<file path="config.mk">
export PLATFORM = sky130hd
export DESIGN_NAME = fifo_chan
export DESIGN_NICKNAME = d
export VERILOG_FILES = /design/src/fifo_chan_pkg.sv /design/src/fifo_chan.sv
export SDC_FILE = /design/constraint.sdc
export NUM_CORES = 2
export LEC_CHECK = 0
export BUFFER_PORTS_ARGS = -buffer_cell sky130_fd_sc_hd__buf_2
export CORE_MARGIN = 2
export CORE_UTILIZATION = 61
export DETAILED_ROUTE_END_ITERATION = 12
export PLACE_DENSITY_LB_ADDON = 0.15
export SYNTH_ARGS = -nofsm -noshare
export SYNTH_HDL_FRONTEND = slang
export SYNTH_SLANG_ARGS = --single-unit
</file>
<file path="constraint.sdc">
create_clock -name clk -period 4.7 [get_ports clk]
set_clock_uncertainty 0.2 [all_clocks]
set_input_delay 0.47 -clock clk [delete_from_list [all_inputs] [get_ports clk]]
set_output_delay 0.47 -clock clk [all_outputs]
set_load 0.02 [all_outputs]
</file>
<file path="src/fifo_chan_pkg.sv">
/*
 * Constants, field layout and types for one serial channel's FIFO data
 * handling block: register offsets, control and command bits, pool sizes,
 * line-side symbol kinds and the transmit sequencer states.
 * Assumes a 32-bit APB register bus and a line coder on the same clock.
 */
// Functional notes
// - Power-down keeps all state, halts the channel and forwards no interrupts.
// - Oscillator runs when its power-down bit is 0; shaper used when disable bit 0 and oscillator runs.
// - Two 32-byte transmit pools; writable status or pool-ready allows 32 bytes.
// - Frame or I-frame command starts a packet, optional preambles first; async frame only.
// - Without message end, pool-ready repeats whenever at most 32 bytes remain.
// - Packet modes close with CRC and flag; shared-flag lets back-to-back packets share.
// - Packet-mode FIFO empty before message end sends abort and raises underrun.
// - Transmit reset aborts the current packet, block or character while powered up, unless a sequencer step in that cycle moves the state on.
// - Bisync message end appends the internal CRC when CRC generation is enabled.
// - Bisync underrun before message end ends the block with idle and raises underrun.
// - Two 32-byte receive pools; pool-full at threshold, packet modes only mid-message.
// - Message end interrupt when a whole message or its final part is stored.
// - Message end stores length in count registers and a status byte, kept or appended.
// - Character modes: enabled termination character ends the block with its interrupt.
// - Character modes: receive FIFO read command gives access without interrupt and ends the block.
// - Character modes may store parity, parity error and async framing error per byte.
// - End condition stores last block length in low count; 1, 2, 4 or 5 bits used.
// - DMA block is the receive threshold, 32 by default; status byte counts in.
// - Optional receive buffer limit tracking raises an interrupt when reached.
`default_nettype none

package fifo_chan_pkg;
    // ----------------------------------------------------------------
    // Sizes
    // ----------------------------------------------------------------
    localparam int unsigned POOL_BYTES = 32;
    localparam int unsigned FIFO_DEPTH = 64;
    localparam int unsigned PTR_W = 6;
    localparam int unsigned CNT_W = 7;
    localparam int unsigned RXW = 11;
    localparam logic [CNT_W-1:0] POOL_CNT = 7'h20;
    localparam logic [CNT_W-1:0] FULL_CNT = 7'h40;

    // ----------------------------------------------------------------
    // Register offsets (byte addresses)
    // ----------------------------------------------------------------
    localparam logic [7:0] OFS_CTRL = 8'h00;
    localparam logic [7:0] OFS_CMD = 8'h04;
    localparam logic [7:0] OFS_TXDATA = 8'h08;
    localparam logic [7:0] OFS_RXDATA = 8'h0C;
    localparam logic [7:0] OFS_STATUS = 8'h10;
    localparam logic [7:0] OFS_COUNT = 8'h14;
    localparam logic [7:0] OFS_TERM = 8'h18;
    localparam logic [7:0] OFS_PREAMB = 8'h1C;
    localparam logic [7:0] OFS_MAXBUF = 8'h20;

    // ----------------------------------------------------------------
    // Control fields, reset value, command bits
    // ----------------------------------------------------------------
    localparam int unsigned CTRL_MODE = 0;
    localparam int unsigned CTRL_PU = 2;
    localparam int unsigned CTRL_OSCILLATOR_POWERDOWN = 3;
    localparam int unsigned CTRL_SHPDIS = 4;
    localparam int unsigned CTRL_SHARED_FLAG_ENABLE = 5;
    localparam int unsigned CTRL_CRCEN = 6;
    localparam int unsigned CTRL_TERM_CHAR_DETECT_ENABLE = 7;
    localparam int unsigned CTRL_PREEN = 8;
    localparam int unsigned CTRL_RX_THRESHOLD_FIELD = 9;
    localparam int unsigned CTRL_STAAPP = 11;
    localparam int unsigned CTRL_CHST = 12;
    localparam logic [12:0] CTRL_RESET = 13'h0008;
    localparam int unsigned CMD_FRAME = 0;
    localparam int unsigned CMD_IFRAME = 1;
    localparam int unsigned CMD_MSGEND = 2;
    localparam int unsigned CMD_TXRES = 3;
    localparam int unsigned CMD_RX_FIFO_READ_CMD = 4;
    localparam int unsigned CMD_RMC = 5;
    localparam int unsigned CMD_RXDMA = 6;
    localparam int unsigned MAXBUF_DIS = 12;
    localparam int unsigned STA_OVF = 5;
    localparam int unsigned CNTH_OVF = 7;

    localparam logic [1:0] MODE_HDLC = 2'h0;
    localparam logic [1:0] MODE_ASYNC = 2'h1;
    localparam logic [1:0] MODE_BISYNC = 2'h2;
    localparam logic [1:0] MODE_PPP = 2'h3;

    // ----------------------------------------------------------------
    // Line-side symbol kinds, transmit states
    // ----------------------------------------------------------------
    localparam logic [2:0] KIND_DATA = 3'h0;
    localparam logic [2:0] KIND_PRE = 3'h1;
    localparam logic [2:0] KIND_CRC = 3'h2;
    localparam logic [2:0] KIND_FLAG = 3'h3;
    localparam logic [2:0] KIND_ABORT = 3'h4;
    localparam logic [2:0] KIND_IDLE = 3'h5;

    typedef enum logic [2:0] {
        TX_IDLE = 3'b000,
        TX_PRE = 3'b001,
        TX_DATA = 3'b010,
        TX_CRC = 3'b011,
        TX_FLAG = 3'b100,
        TX_END = 3'b101
    } tx_state_t;

    // Threshold code 0 is the 32-byte default
    function automatic logic [CNT_W-1:0] rx_thresh(input logic [1:0] code);
        case (code)
            2'h0: rx_thresh = 7'h20;
            2'h1: rx_thresh = 7'h10;
            2'h2: rx_thresh = 7'h04;
            default: rx_thresh = 7'h02;
        endcase
    endfunction : rx_thresh
endpackage : fifo_chan_pkg

`default_nettype wire

</file>
<file path="src/fifo_chan.sv">
/*
 * One channel's transmit and receive FIFO data handling with an APB slave.
 * Assumes a line coder on clk that takes symbols by valid/ready and a line
 * decoder on clk that delivers received bytes and end strobes.
 */
// Implementation choices: the APB slave port and the register offsets.
`default_nettype none

module fifo_chan
    import fifo_chan_pkg::*;
(
    // Clock and reset
    input wire logic clk,
    input wire logic nrst,
    // APB slave
    input wire logic psel,
    input wire logic penable,
    input wire logic pwrite,
    input wire logic [7:0] paddr,
    input wire logic [31:0] pwdata,
    output logic [31:0] prdata,
    output logic pready,
    output logic pslverr,
    // Transmit symbols to line coder
    output logic tx_out_valid,
    input wire logic tx_out_ready,
    output logic [7:0] tx_out_data,
    output logic [2:0] tx_out_kind,
    // Received bytes from line decoder
    input wire logic rx_in_valid,
    input wire logic [7:0] rx_in_data,
    input wire logic rx_in_parity,
    input wire logic rx_in_perr,
    input wire logic rx_in_ferr,
    input wire logic rx_in_end,
    input wire logic [7:0] rx_in_status,
    // Event pulses
    output logic tx_pool_ready_irq,
    output logic tx_underrun_irq,
    output logic rx_pool_full_irq,
    output logic rx_message_end_irq,
    output logic term_char_irq,
    output logic rx_buffer_full_irq,
    // DMA requests and oscillator control
    output logic tx_dma_req,
    output logic rx_dma_req,
    output logic osc_power_on,
    output logic shaper_on
);
    typedef struct packed {
        logic [12:0] ctrl;
        logic [7:0] term_char;
        logic [7:0] pre_num;
        logic [12:0] maxbuf;
        logic [FIFO_DEPTH-1:0][7:0] tmem;
        logic [PTR_W-1:0] twp;
        logic [PTR_W-1:0] trp;
        logic [CNT_W-1:0] tcnt;
        tx_state_t tstate;
        logic eom;
        logic pend;
        logic pend_eom;
        logic [7:0] pre_left;
        logic [FIFO_DEPTH-1:0][RXW-1:0] rmem;
        logic [PTR_W-1:0] rwp;
        logic [PTR_W-1:0] rrp;
        logic [CNT_W-1:0] rcnt;
        logic [CNT_W-1:0] blk;
        logic [11:0] msg_len;
        logic [7:0] cnt_low;
        logic [7:0] cnt_high;
        logic [7:0] rx_status_byte;
        logic ovf;
        logic done;
        logic [11:0] bufcnt;
        logic bufhold;
        logic [31:0] prdata;
        logic pslverr;
        logic [5:0] irq;
    } state_t;

    state_t s_r;
    state_t s_nxt;

    // ----------------------------------------------------------------
    // Decodes
    // ----------------------------------------------------------------
    logic [1:0] mode;
    logic pkt_mode;
    logic run;
    logic wr;
    logic rd;
    logic mapped;
    logic [CNT_W-1:0] thr;

    assign mode = s_r.ctrl[CTRL_MODE +: 2];
    assign pkt_mode = (mode == MODE_HDLC) || (mode == MODE_PPP);
    assign run = s_r.ctrl[CTRL_PU];
    assign wr = psel && penable && pwrite;
    assign rd = psel && penable && !pwrite;
    assign thr = rx_thresh(s_r.ctrl[CTRL_RX_THRESHOLD_FIELD +: 2]);
    assign mapped = (paddr <= OFS_MAXBUF) && (paddr[1:0] == 2'h0);

    // ----------------------------------------------------------------
    // Next state
    // ----------------------------------------------------------------
    always_comb begin
        logic tpush;
        logic tpop;
        logic rpush;
        logic rpop;
        logic start;
        logic end_cond;
        logic [RXW-1:0] rword;
        logic [CNT_W-1:0] blk1;
        tpush = 1'b0;
        tpop = 1'b0;
        rpush = 1'b0;
        rpop = 1'b0;
        start = 1'b0;
        end_cond = 1'b0;
        rword = '0;
        blk1 = s_r.blk + 7'h01;
        s_nxt = s_r;
        s_nxt.irq = '0;

        // Register writes stay possible while powered down
        if (wr) begin
            case (paddr)
                OFS_CTRL: s_nxt.ctrl = pwdata[12:0];
                OFS_TERM: s_nxt.term_char = pwdata[7:0];
                OFS_PREAMB: s_nxt.pre_num = pwdata[7:0];
                OFS_MAXBUF: s_nxt.maxbuf = pwdata[12:0];
                OFS_TXDATA: tpush = (s_r.tcnt != FULL_CNT);
                default: ;
            endcase
        end
        if (rd && paddr == OFS_RXDATA && s_r.rcnt != '0) begin
            rpop = 1'b1;
        end

        // Transmit commands
        if (run && wr && paddr == OFS_CMD) begin
            if (pwdata[CMD_TXRES]) begin
                s_nxt.tstate = TX_IDLE;
                s_nxt.eom = 1'b0;
                s_nxt.pend = 1'b0;
                s_nxt.twp = s_r.trp;
                s_nxt.tcnt = '0;
            end else begin
                // Async has no I-frame
                if (pwdata[CMD_FRAME] || (pwdata[CMD_IFRAME] && mode != MODE_ASYNC)) begin
                    if (s_r.tstate == TX_IDLE) begin
                        start = 1'b1;
                        s_nxt.eom = pwdata[CMD_MSGEND];
                    end else begin
                        s_nxt.pend = 1'b1;
                        s_nxt.pend_eom = pwdata[CMD_MSGEND];
                    end
                end else if (pwdata[CMD_MSGEND]) begin
                    s_nxt.eom = 1'b1;
                end
            end
        end

        // Transmit sequencer
        if (run && !start) begin
            case (s_r.tstate)
                TX_PRE: begin
                    if (tx_out_ready) begin
                        s_nxt.pre_left = s_r.pre_left - 8'h01;
                        if (s_r.pre_left <= 8'h01) begin
                            s_nxt.tstate = TX_DATA;
                        end
                    end
                end
                TX_DATA: begin
                    if (s_r.tcnt != '0) begin
                        tpop = tx_out_ready;
                    end else if (s_r.eom) begin
                        if (pkt_mode || (mode == MODE_BISYNC && s_r.ctrl[CTRL_CRCEN])) begin
                            s_nxt.tstate = TX_CRC;
                        end else begin
                            s_nxt.tstate = TX_IDLE;
                            s_nxt.eom = 1'b0;
                        end
                    end else if (mode != MODE_ASYNC) begin
                        // Abort in packet modes, idle fill in bisync
                        s_nxt.tstate = TX_END;
                        s_nxt.irq[1] = 1'b1;
                    end
                end
                TX_CRC: begin
                    if (tx_out_ready) begin
                        s_nxt.eom = 1'b0;
                        if (!pkt_mode) begin
                            s_nxt.tstate = TX_IDLE;
                        end else if (s_r.ctrl[CTRL_SHARED_FLAG_ENABLE] && s_r.pend) begin
                            // Next opening flag doubles as this closing one
                            start = 1'b1;
                            s_nxt.pend = 1'b0;
                            s_nxt.eom = s_r.pend_eom;
                        end else begin
                            s_nxt.tstate = TX_FLAG;
                        end
                    end
                end
                TX_FLAG, TX_END: begin
                    if (tx_out_ready) begin
                        s_nxt.tstate = TX_IDLE;
                        s_nxt.eom = 1'b0;
                        if (s_r.pend) begin
                            start = 1'b1;
                            s_nxt.pend = 1'b0;
                            s_nxt.eom = s_r.pend_eom;
                        end
                    end
                end
                default: ;
            endcase
        end
        if (start) begin
            s_nxt.pre_left = s_r.pre_num;
            s_nxt.tstate = (s_r.ctrl[CTRL_PREEN] && s_r.pre_num != 8'h00) ? TX_PRE : TX_DATA;
        end

        if (tpush) begin
            s_nxt.tmem[s_r.twp] = pwdata[7:0];
            s_nxt.twp = s_r.twp + 6'h01;
        end
        if (tpop) begin
            s_nxt.trp = s_r.trp + 6'h01;
        end
        if (!(run && wr && paddr == OFS_CMD && pwdata[CMD_TXRES])) begin
            s_nxt.tcnt = s_r.tcnt + 7'(tpush) - 7'(tpop);
        end
        // Pool ready, repeated until message end is known
        if (run && !s_nxt.eom && s_nxt.tstate != TX_IDLE && s_nxt.tcnt <= POOL_CNT
            && (start || (s_r.tcnt > POOL_CNT))) begin
            s_nxt.irq[0] = 1'b1;
        end

        // Receive path
        if (run) begin
            if (rx_in_valid) begin
                rword[7:0] = rx_in_data;
                if (s_r.ctrl[CTRL_CHST] && !pkt_mode) begin
                    rword[10:8] = {rx_in_parity, rx_in_perr, rx_in_ferr && mode == MODE_ASYNC};
                end
                if (s_r.rcnt == FULL_CNT) begin
                    s_nxt.ovf = 1'b1;
                end else begin
                    rpush = 1'b1;
                end
                s_nxt.msg_len = s_r.msg_len + 12'h001;
                s_nxt.blk = blk1;
                if (!pkt_mode && s_r.ctrl[CTRL_TERM_CHAR_DETECT_ENABLE] && rx_in_data == s_r.term_char) begin
                    s_nxt.irq[4] = 1'b1;
                    end_cond = 1'b1;
                end else if (blk1 == thr) begin
                    s_nxt.irq[2] = 1'b1;
                    s_nxt.blk = '0;
                end
            end else if (rx_in_end && pkt_mode) begin
                rword[7:0] = rx_in_status;
                rword[STA_OVF] = rx_in_status[STA_OVF] | s_r.ovf;
                s_nxt.rx_status_byte = rword[7:0];
                if (s_r.ctrl[CTRL_STAAPP]) begin
                    rpush = (s_r.rcnt != FULL_CNT);
                end
                s_nxt.cnt_low = 8'(s_r.msg_len + 12'(s_r.ctrl[CTRL_STAAPP]));
                s_nxt.cnt_high = {s_r.ovf, 3'h0, 4'((s_r.msg_len + 12'(s_r.ctrl[CTRL_STAAPP])) >> 8)};
                s_nxt.irq[3] = 1'b1;
                s_nxt.done = 1'b1;
                s_nxt.msg_len = '0;
                s_nxt.blk = '0;
            end
            if (wr && paddr == OFS_CMD && pwdata[CMD_RX_FIFO_READ_CMD] && !pkt_mode) begin
                end_cond = 1'b1;
            end
            if (end_cond) begin
                s_nxt.cnt_low = 8'(rx_in_valid ? blk1 : s_r.blk);
                s_nxt.cnt_high = 8'h00;
                s_nxt.blk = '0;
                s_nxt.msg_len = '0;
                s_nxt.done = 1'b1;
            end
            if (wr && paddr == OFS_CMD && pwdata[CMD_RMC]) begin
                s_nxt.done = 1'b0;
                s_nxt.ovf = rx_in_valid && s_r.rcnt == FULL_CNT;
            end
        end
        if (rpush) begin
            s_nxt.rmem[s_r.rwp] = rword;
            s_nxt.rwp = s_r.rwp + 6'h01;
        end
        if (rpop) begin
            s_nxt.rrp = s_r.rrp + 6'h01;
            s_nxt.bufcnt = s_r.bufcnt + 12'h001;
        end
        s_nxt.rcnt = s_r.rcnt + 7'(rpush) - 7'(rpop);

        // Receive buffer limit
        if (run && rpop && !s_r.maxbuf[MAXBUF_DIS] && s_nxt.bufcnt == s_r.maxbuf[11:0]) begin
            s_nxt.bufhold = 1'b1;
            s_nxt.irq[5] = 1'b1;
        end
        if (run && wr && paddr == OFS_CMD && pwdata[CMD_RXDMA]) begin
            s_nxt.bufhold = 1'b0;
            s_nxt.bufcnt = '0;
        end

        // Read data captured in the setup phase, held through access
        if (psel && !penable) begin
            s_nxt.pslverr = !mapped;
            case (paddr)
                OFS_CTRL: s_nxt.prdata = {19'h0, s_r.ctrl};
                OFS_RXDATA: s_nxt.prdata = {21'h0, s_r.rmem[s_r.rrp]};
                OFS_STATUS: s_nxt.prdata = {11'h0, s_r.bufhold, s_r.tstate, s_r.done, s_r.ovf,
                    s_r.rcnt, s_r.tcnt <= POOL_CNT, s_r.tcnt};
                OFS_COUNT: s_nxt.prdata = {8'h0, s_r.rx_status_byte, s_r.cnt_high, s_r.cnt_low};
                OFS_TERM: s_nxt.prdata = {24'h0, s_r.term_char};
                OFS_PREAMB: s_nxt.prdata = {24'h0, s_r.pre_num};
                OFS_MAXBUF: s_nxt.prdata = {19'h0, s_r.maxbuf};
                default: s_nxt.prdata = 32'h0000_0000;
            endcase
        end
        // Power-down: no event leaves the channel
        if (!run) begin
            s_nxt.irq = '0;
        end
    end

    always_ff @(posedge clk) begin
        if (!nrst) begin
            s_r <= '0;
            s_r.ctrl <= CTRL_RESET;
            s_r.tstate <= TX_IDLE;
        end else begin
            s_r <= s_nxt;
        end
    end

    // ----------------------------------------------------------------
    // Outputs
    // ----------------------------------------------------------------
    assign prdata = s_r.prdata;
    assign pready = 1'b1;
    assign pslverr = s_r.pslverr && psel && penable;
    assign tx_out_valid = run && (s_r.tstate == TX_PRE || s_r.tstate == TX_CRC || s_r.tstate == TX_FLAG
        || s_r.tstate == TX_END || (s_r.tstate == TX_DATA && s_r.tcnt != '0));
    assign tx_out_data = s_r.tmem[s_r.trp];
    always_comb begin
        case (s_r.tstate)
            TX_PRE: tx_out_kind = KIND_PRE;
            TX_CRC: tx_out_kind = KIND_CRC;
            TX_FLAG: tx_out_kind = KIND_FLAG;
            TX_END: tx_out_kind = pkt_mode ? KIND_ABORT : KIND_IDLE;
            default: tx_out_kind = KIND_DATA;
        endcase
    end
    assign tx_pool_ready_irq = s_r.irq[0];
    assign tx_underrun_irq = s_r.irq[1];
    assign rx_pool_full_irq = s_r.irq[2];
    assign rx_message_end_irq = s_r.irq[3];
    assign term_char_irq = s_r.irq[4];
    assign rx_buffer_full_irq = s_r.irq[5];
    // Receive DMA moves one threshold-sized block at a time; transmit DMA requests while at most 32 bytes are queued
    assign tx_dma_req = run && s_r.tstate != TX_IDLE && !s_r.eom && s_r.tcnt <= POOL_CNT;
    assign rx_dma_req = run && !s_r.bufhold && (s_r.rcnt >= thr || (s_r.done && s_r.rcnt != '0));
    assign osc_power_on = !s_r.ctrl[CTRL_OSCILLATOR_POWERDOWN];
    assign shaper_on = osc_power_on && !s_r.ctrl[CTRL_SHPDIS];
endmodule : fifo_chan

`default_nettype wire

</file>
==> impl_metrics.ini <==
[outcome]
outcome = completed

[hold_path]
min_from = psel
min_path_type = primary input to flop
holdPathStages = 4

[sta]
tightest_slew_ps = 1290
fin_crit_sh_pct = 94.7
setup_viol = 0
slew_headroom_pct = 13.8
setup_slack_ps = 251
setup_tns_ps = 0
rsz0062_at_grt = false
final_max_slew_viol_count = 0
hold_violations = 0
period_minus_slack_ps = 4450
max_freq_mhz = 225

[synthesis]
syn_avg_cell_area_um2 = 8.95
netlist-cell-type-count = 80
synth_edf_count = 0
syn_area_um2 = 63000
synth_seq_area_share_pct = 44.4
ys_warn_count = 0
synthesis.instances = 7034
async_flop_share_pct = 0
synth_flop_cell = dfxtp_1
synth-seq-cells = 1396

[worst_setup_path]
path_max_fanout = 29
critPathMaxStageDelay_ps = 800
worst_r2r_path_depth = 19
r2r-start = mode[0]$_SDFFE_PN0P_
crit_path_start = s_r[841]$_SDFFE_PN0P_
cp-end-kind = output port
crit_top_cell = mux4_2
crit_required_ps = 4030
cp_data_arrival_time_ps = 3780
r2r_slack_ps = 620
critPathKind = flop to output port
cp-start-kind = flop
crit_chain = buf_4, mux4_2, mux4_2, mux4_2, buf_2
slowest_stage = dfxtp_4

[cts]
cts_sinks = 1396
cts_tree = yes
path_clk_slew_ps = 60
htree_num_levels = 4
clock-root-buffer = clkbuf_16
numCtsBuffers = 146
clock_latency_ps = 780
hold_buffers = 22
post_cts_buffers = 0
cts_resized = 0
clk_path_buf_depth = 3

[final_layout]
largest-register = s_r
fin_util_pct = 67.8
fill_cells = 8107
stdcell_count = 8250
syn_to_final_growth_pct = 9.88
drive_gt1_share_pct = 14.1
final_nets = 6870
postLayoutCellArea_um2 = 69200
largest_reg_flops = 1363

[power_and_ir_drop]
seqPwrFrac_pct = 48.9
power.density_nw_per_um2 = 350
clkPwrFrac_pct = 49.1
switching_share_pct = 21.8
p_switching_uw = 5280
peakVddDrop_mv = 0.341
internal-power_uw = 18900
power_frac_comb_pct = 2.0
p_leak_uw = 0.0249

[route]
firstDrtPassIters = 10
totalWireLength_um = 179000
num_vias = 50837
wl_per_cell_um = 21.7
drc = 0
ant_nets = 0
via_per_inst = 6.16
initialDrtViolationCount = 5516

[place]
hpwlAfterDp_um = 114000
pre_cts_slack_ps = 599
gp_congestion = 0.938
placed_area_um2 = 64100
numPortBuffers = 94
post-place-cells = 7962

[floorplan]
die_x_um = 325
core_area_um2 = 102000
initial_core_util_pct = 61.7
die_h_um = 325
io_pins = 123
die_area_um2 = 106000
rows = 117

[global_route]
grt_usage_pct = 33.0
grt_overflow = 0
first_global_vias = 48547
grt_max_degree = 143
antenna_found_initial = 3
grt_pass1_wl_um = 278000

[job]
cap_violations = 0
synthesized netlist by cell type (4+ instances only):
cell      number  area (um2)
xor2_1        41         359
o211ai_1       6        45.0
or3_1         13        81.3
nand2b_1      16         100
and3_1        16         100
or2_2         60         375
ha_1          37         463
a22oi_1       50         375
xnor2_1       35         307
a211o_1        4        35.0
nand4_1       33         206
o21bai_1       6        45.0
a211oi_1       8        60.1
nor2_1       638        2390
mux2i_1      406        4060
nand2_1     1740        6530
buf_2         40         200
nor3b_1        8        60.1
o21ai_0       50         250
o21a_1         8        60.1
nor3_1        43         215
a21o_1         6        45.0
buf_1         49         184
inv_1         41         154
clkbuf_1     551        2070
dfxtp_1     1396       27900
nand3_1      186         931
a31oi_1        7        43.8
and3b_1        5        43.8
o221a_2        5        56.3
nor4_2         4        50.1
a222oi_1      11         110
nand3b_1       6        45.0
or4_1          4        30.0
nor4_1        20         125
nor2b_1       13        81.3
buf_4         36         270
and2_1        14        87.6
mux4_2       396        8920
a21oi_1      964        4820
layout make-up:
class                   instances  area, um2  area share [%]
flip-flops and latches       1396      28000            40.4
clock buffers                 201       4130            5.97
repair buffers                252       2150            3.11
inverters                      43        169           0.244
clock inverters                64        783            1.13
diodes                          1       2.50         0.00362
multi-input cells            4925      32300            46.7
well taps                    1368       1710            2.47
kinds of logic (layout without fill, tap and decap cells):
group           Yosys count  after routing  synth area share (%)
fa+ha+maj                39             39                 0.799
flops                  1396           1396                  44.4
compound gates         1151           1151                  9.82
mux                     804            804                  20.6
simple gates           2842           2842                  18.6
other cells               2             10                0.0119
xor+xnor                 80             80                  1.21
buf+inv                 720            560                  4.60
power by group through the flow:
stage                     logic [uW]  registers (uW)  clock network (uW)
after detailed placement         444           12100                   0
after floorplan                  287           12100                   0
after CTS                        459           11800               12000
final                            473           11800               11900
after global placement           444           12100                   0
after global routing             495           11800               12500
critical path: cells and delay by family, from the launching register on:
kind                   cells  cell delay, ps
buffers and inverters      2             500
DFF                        1             800
muxes                      3            1690
cell usage in the layout (no fill, tap or decap), drive strengths merged, types with 13 or more instances in the layout:
cell type / n
mux4: 396
nor2b: 13
or3: 13
ha: 37
nor3: 45
clkinv: 36
and2: 16
mux2i: 406
dlygate4sd3: 22
buf: 230
xnor2: 35
bufinv: 15
o21ai: 52
inv: 52
or2: 61
nor2: 638
dfxtp: 1396
a21oi: 964
and3: 16
clkbuf: 201
nand3: 187
a22oi: 50
nand4: 33
nor4: 25
xor2: 41
nand2: 1740
nand2b: 16
through the flow:
stage,power (uW),hold slack (ps)
after global routing,24800,36.9
after detailed placement,12500,241
after floorplan,12400,229
after CTS,24300,2.85
final,24200,41.6
after global placement,12500,234
worst paths after layout:
kind,end
worst max-delay path,tx_out_data[2]
worst min-delay path,prdata[21]$_SDFFE_PN0P_
worst max register to register,s_r[103]$_SDFF_PN0_
worst min register to register,s_r[1021]$_SDFFE_PN0P_
routing by layer:
metal	track usage (%)	vias to the layer above	wire length, um
met3	5.45	439	14400
met2	53.0	2219	83900
met4	15.5	2	8510
met1	43.7	24624	71800
met5	0	-	13
li1	-	23553	-
(Power assumes the default switching activity.)
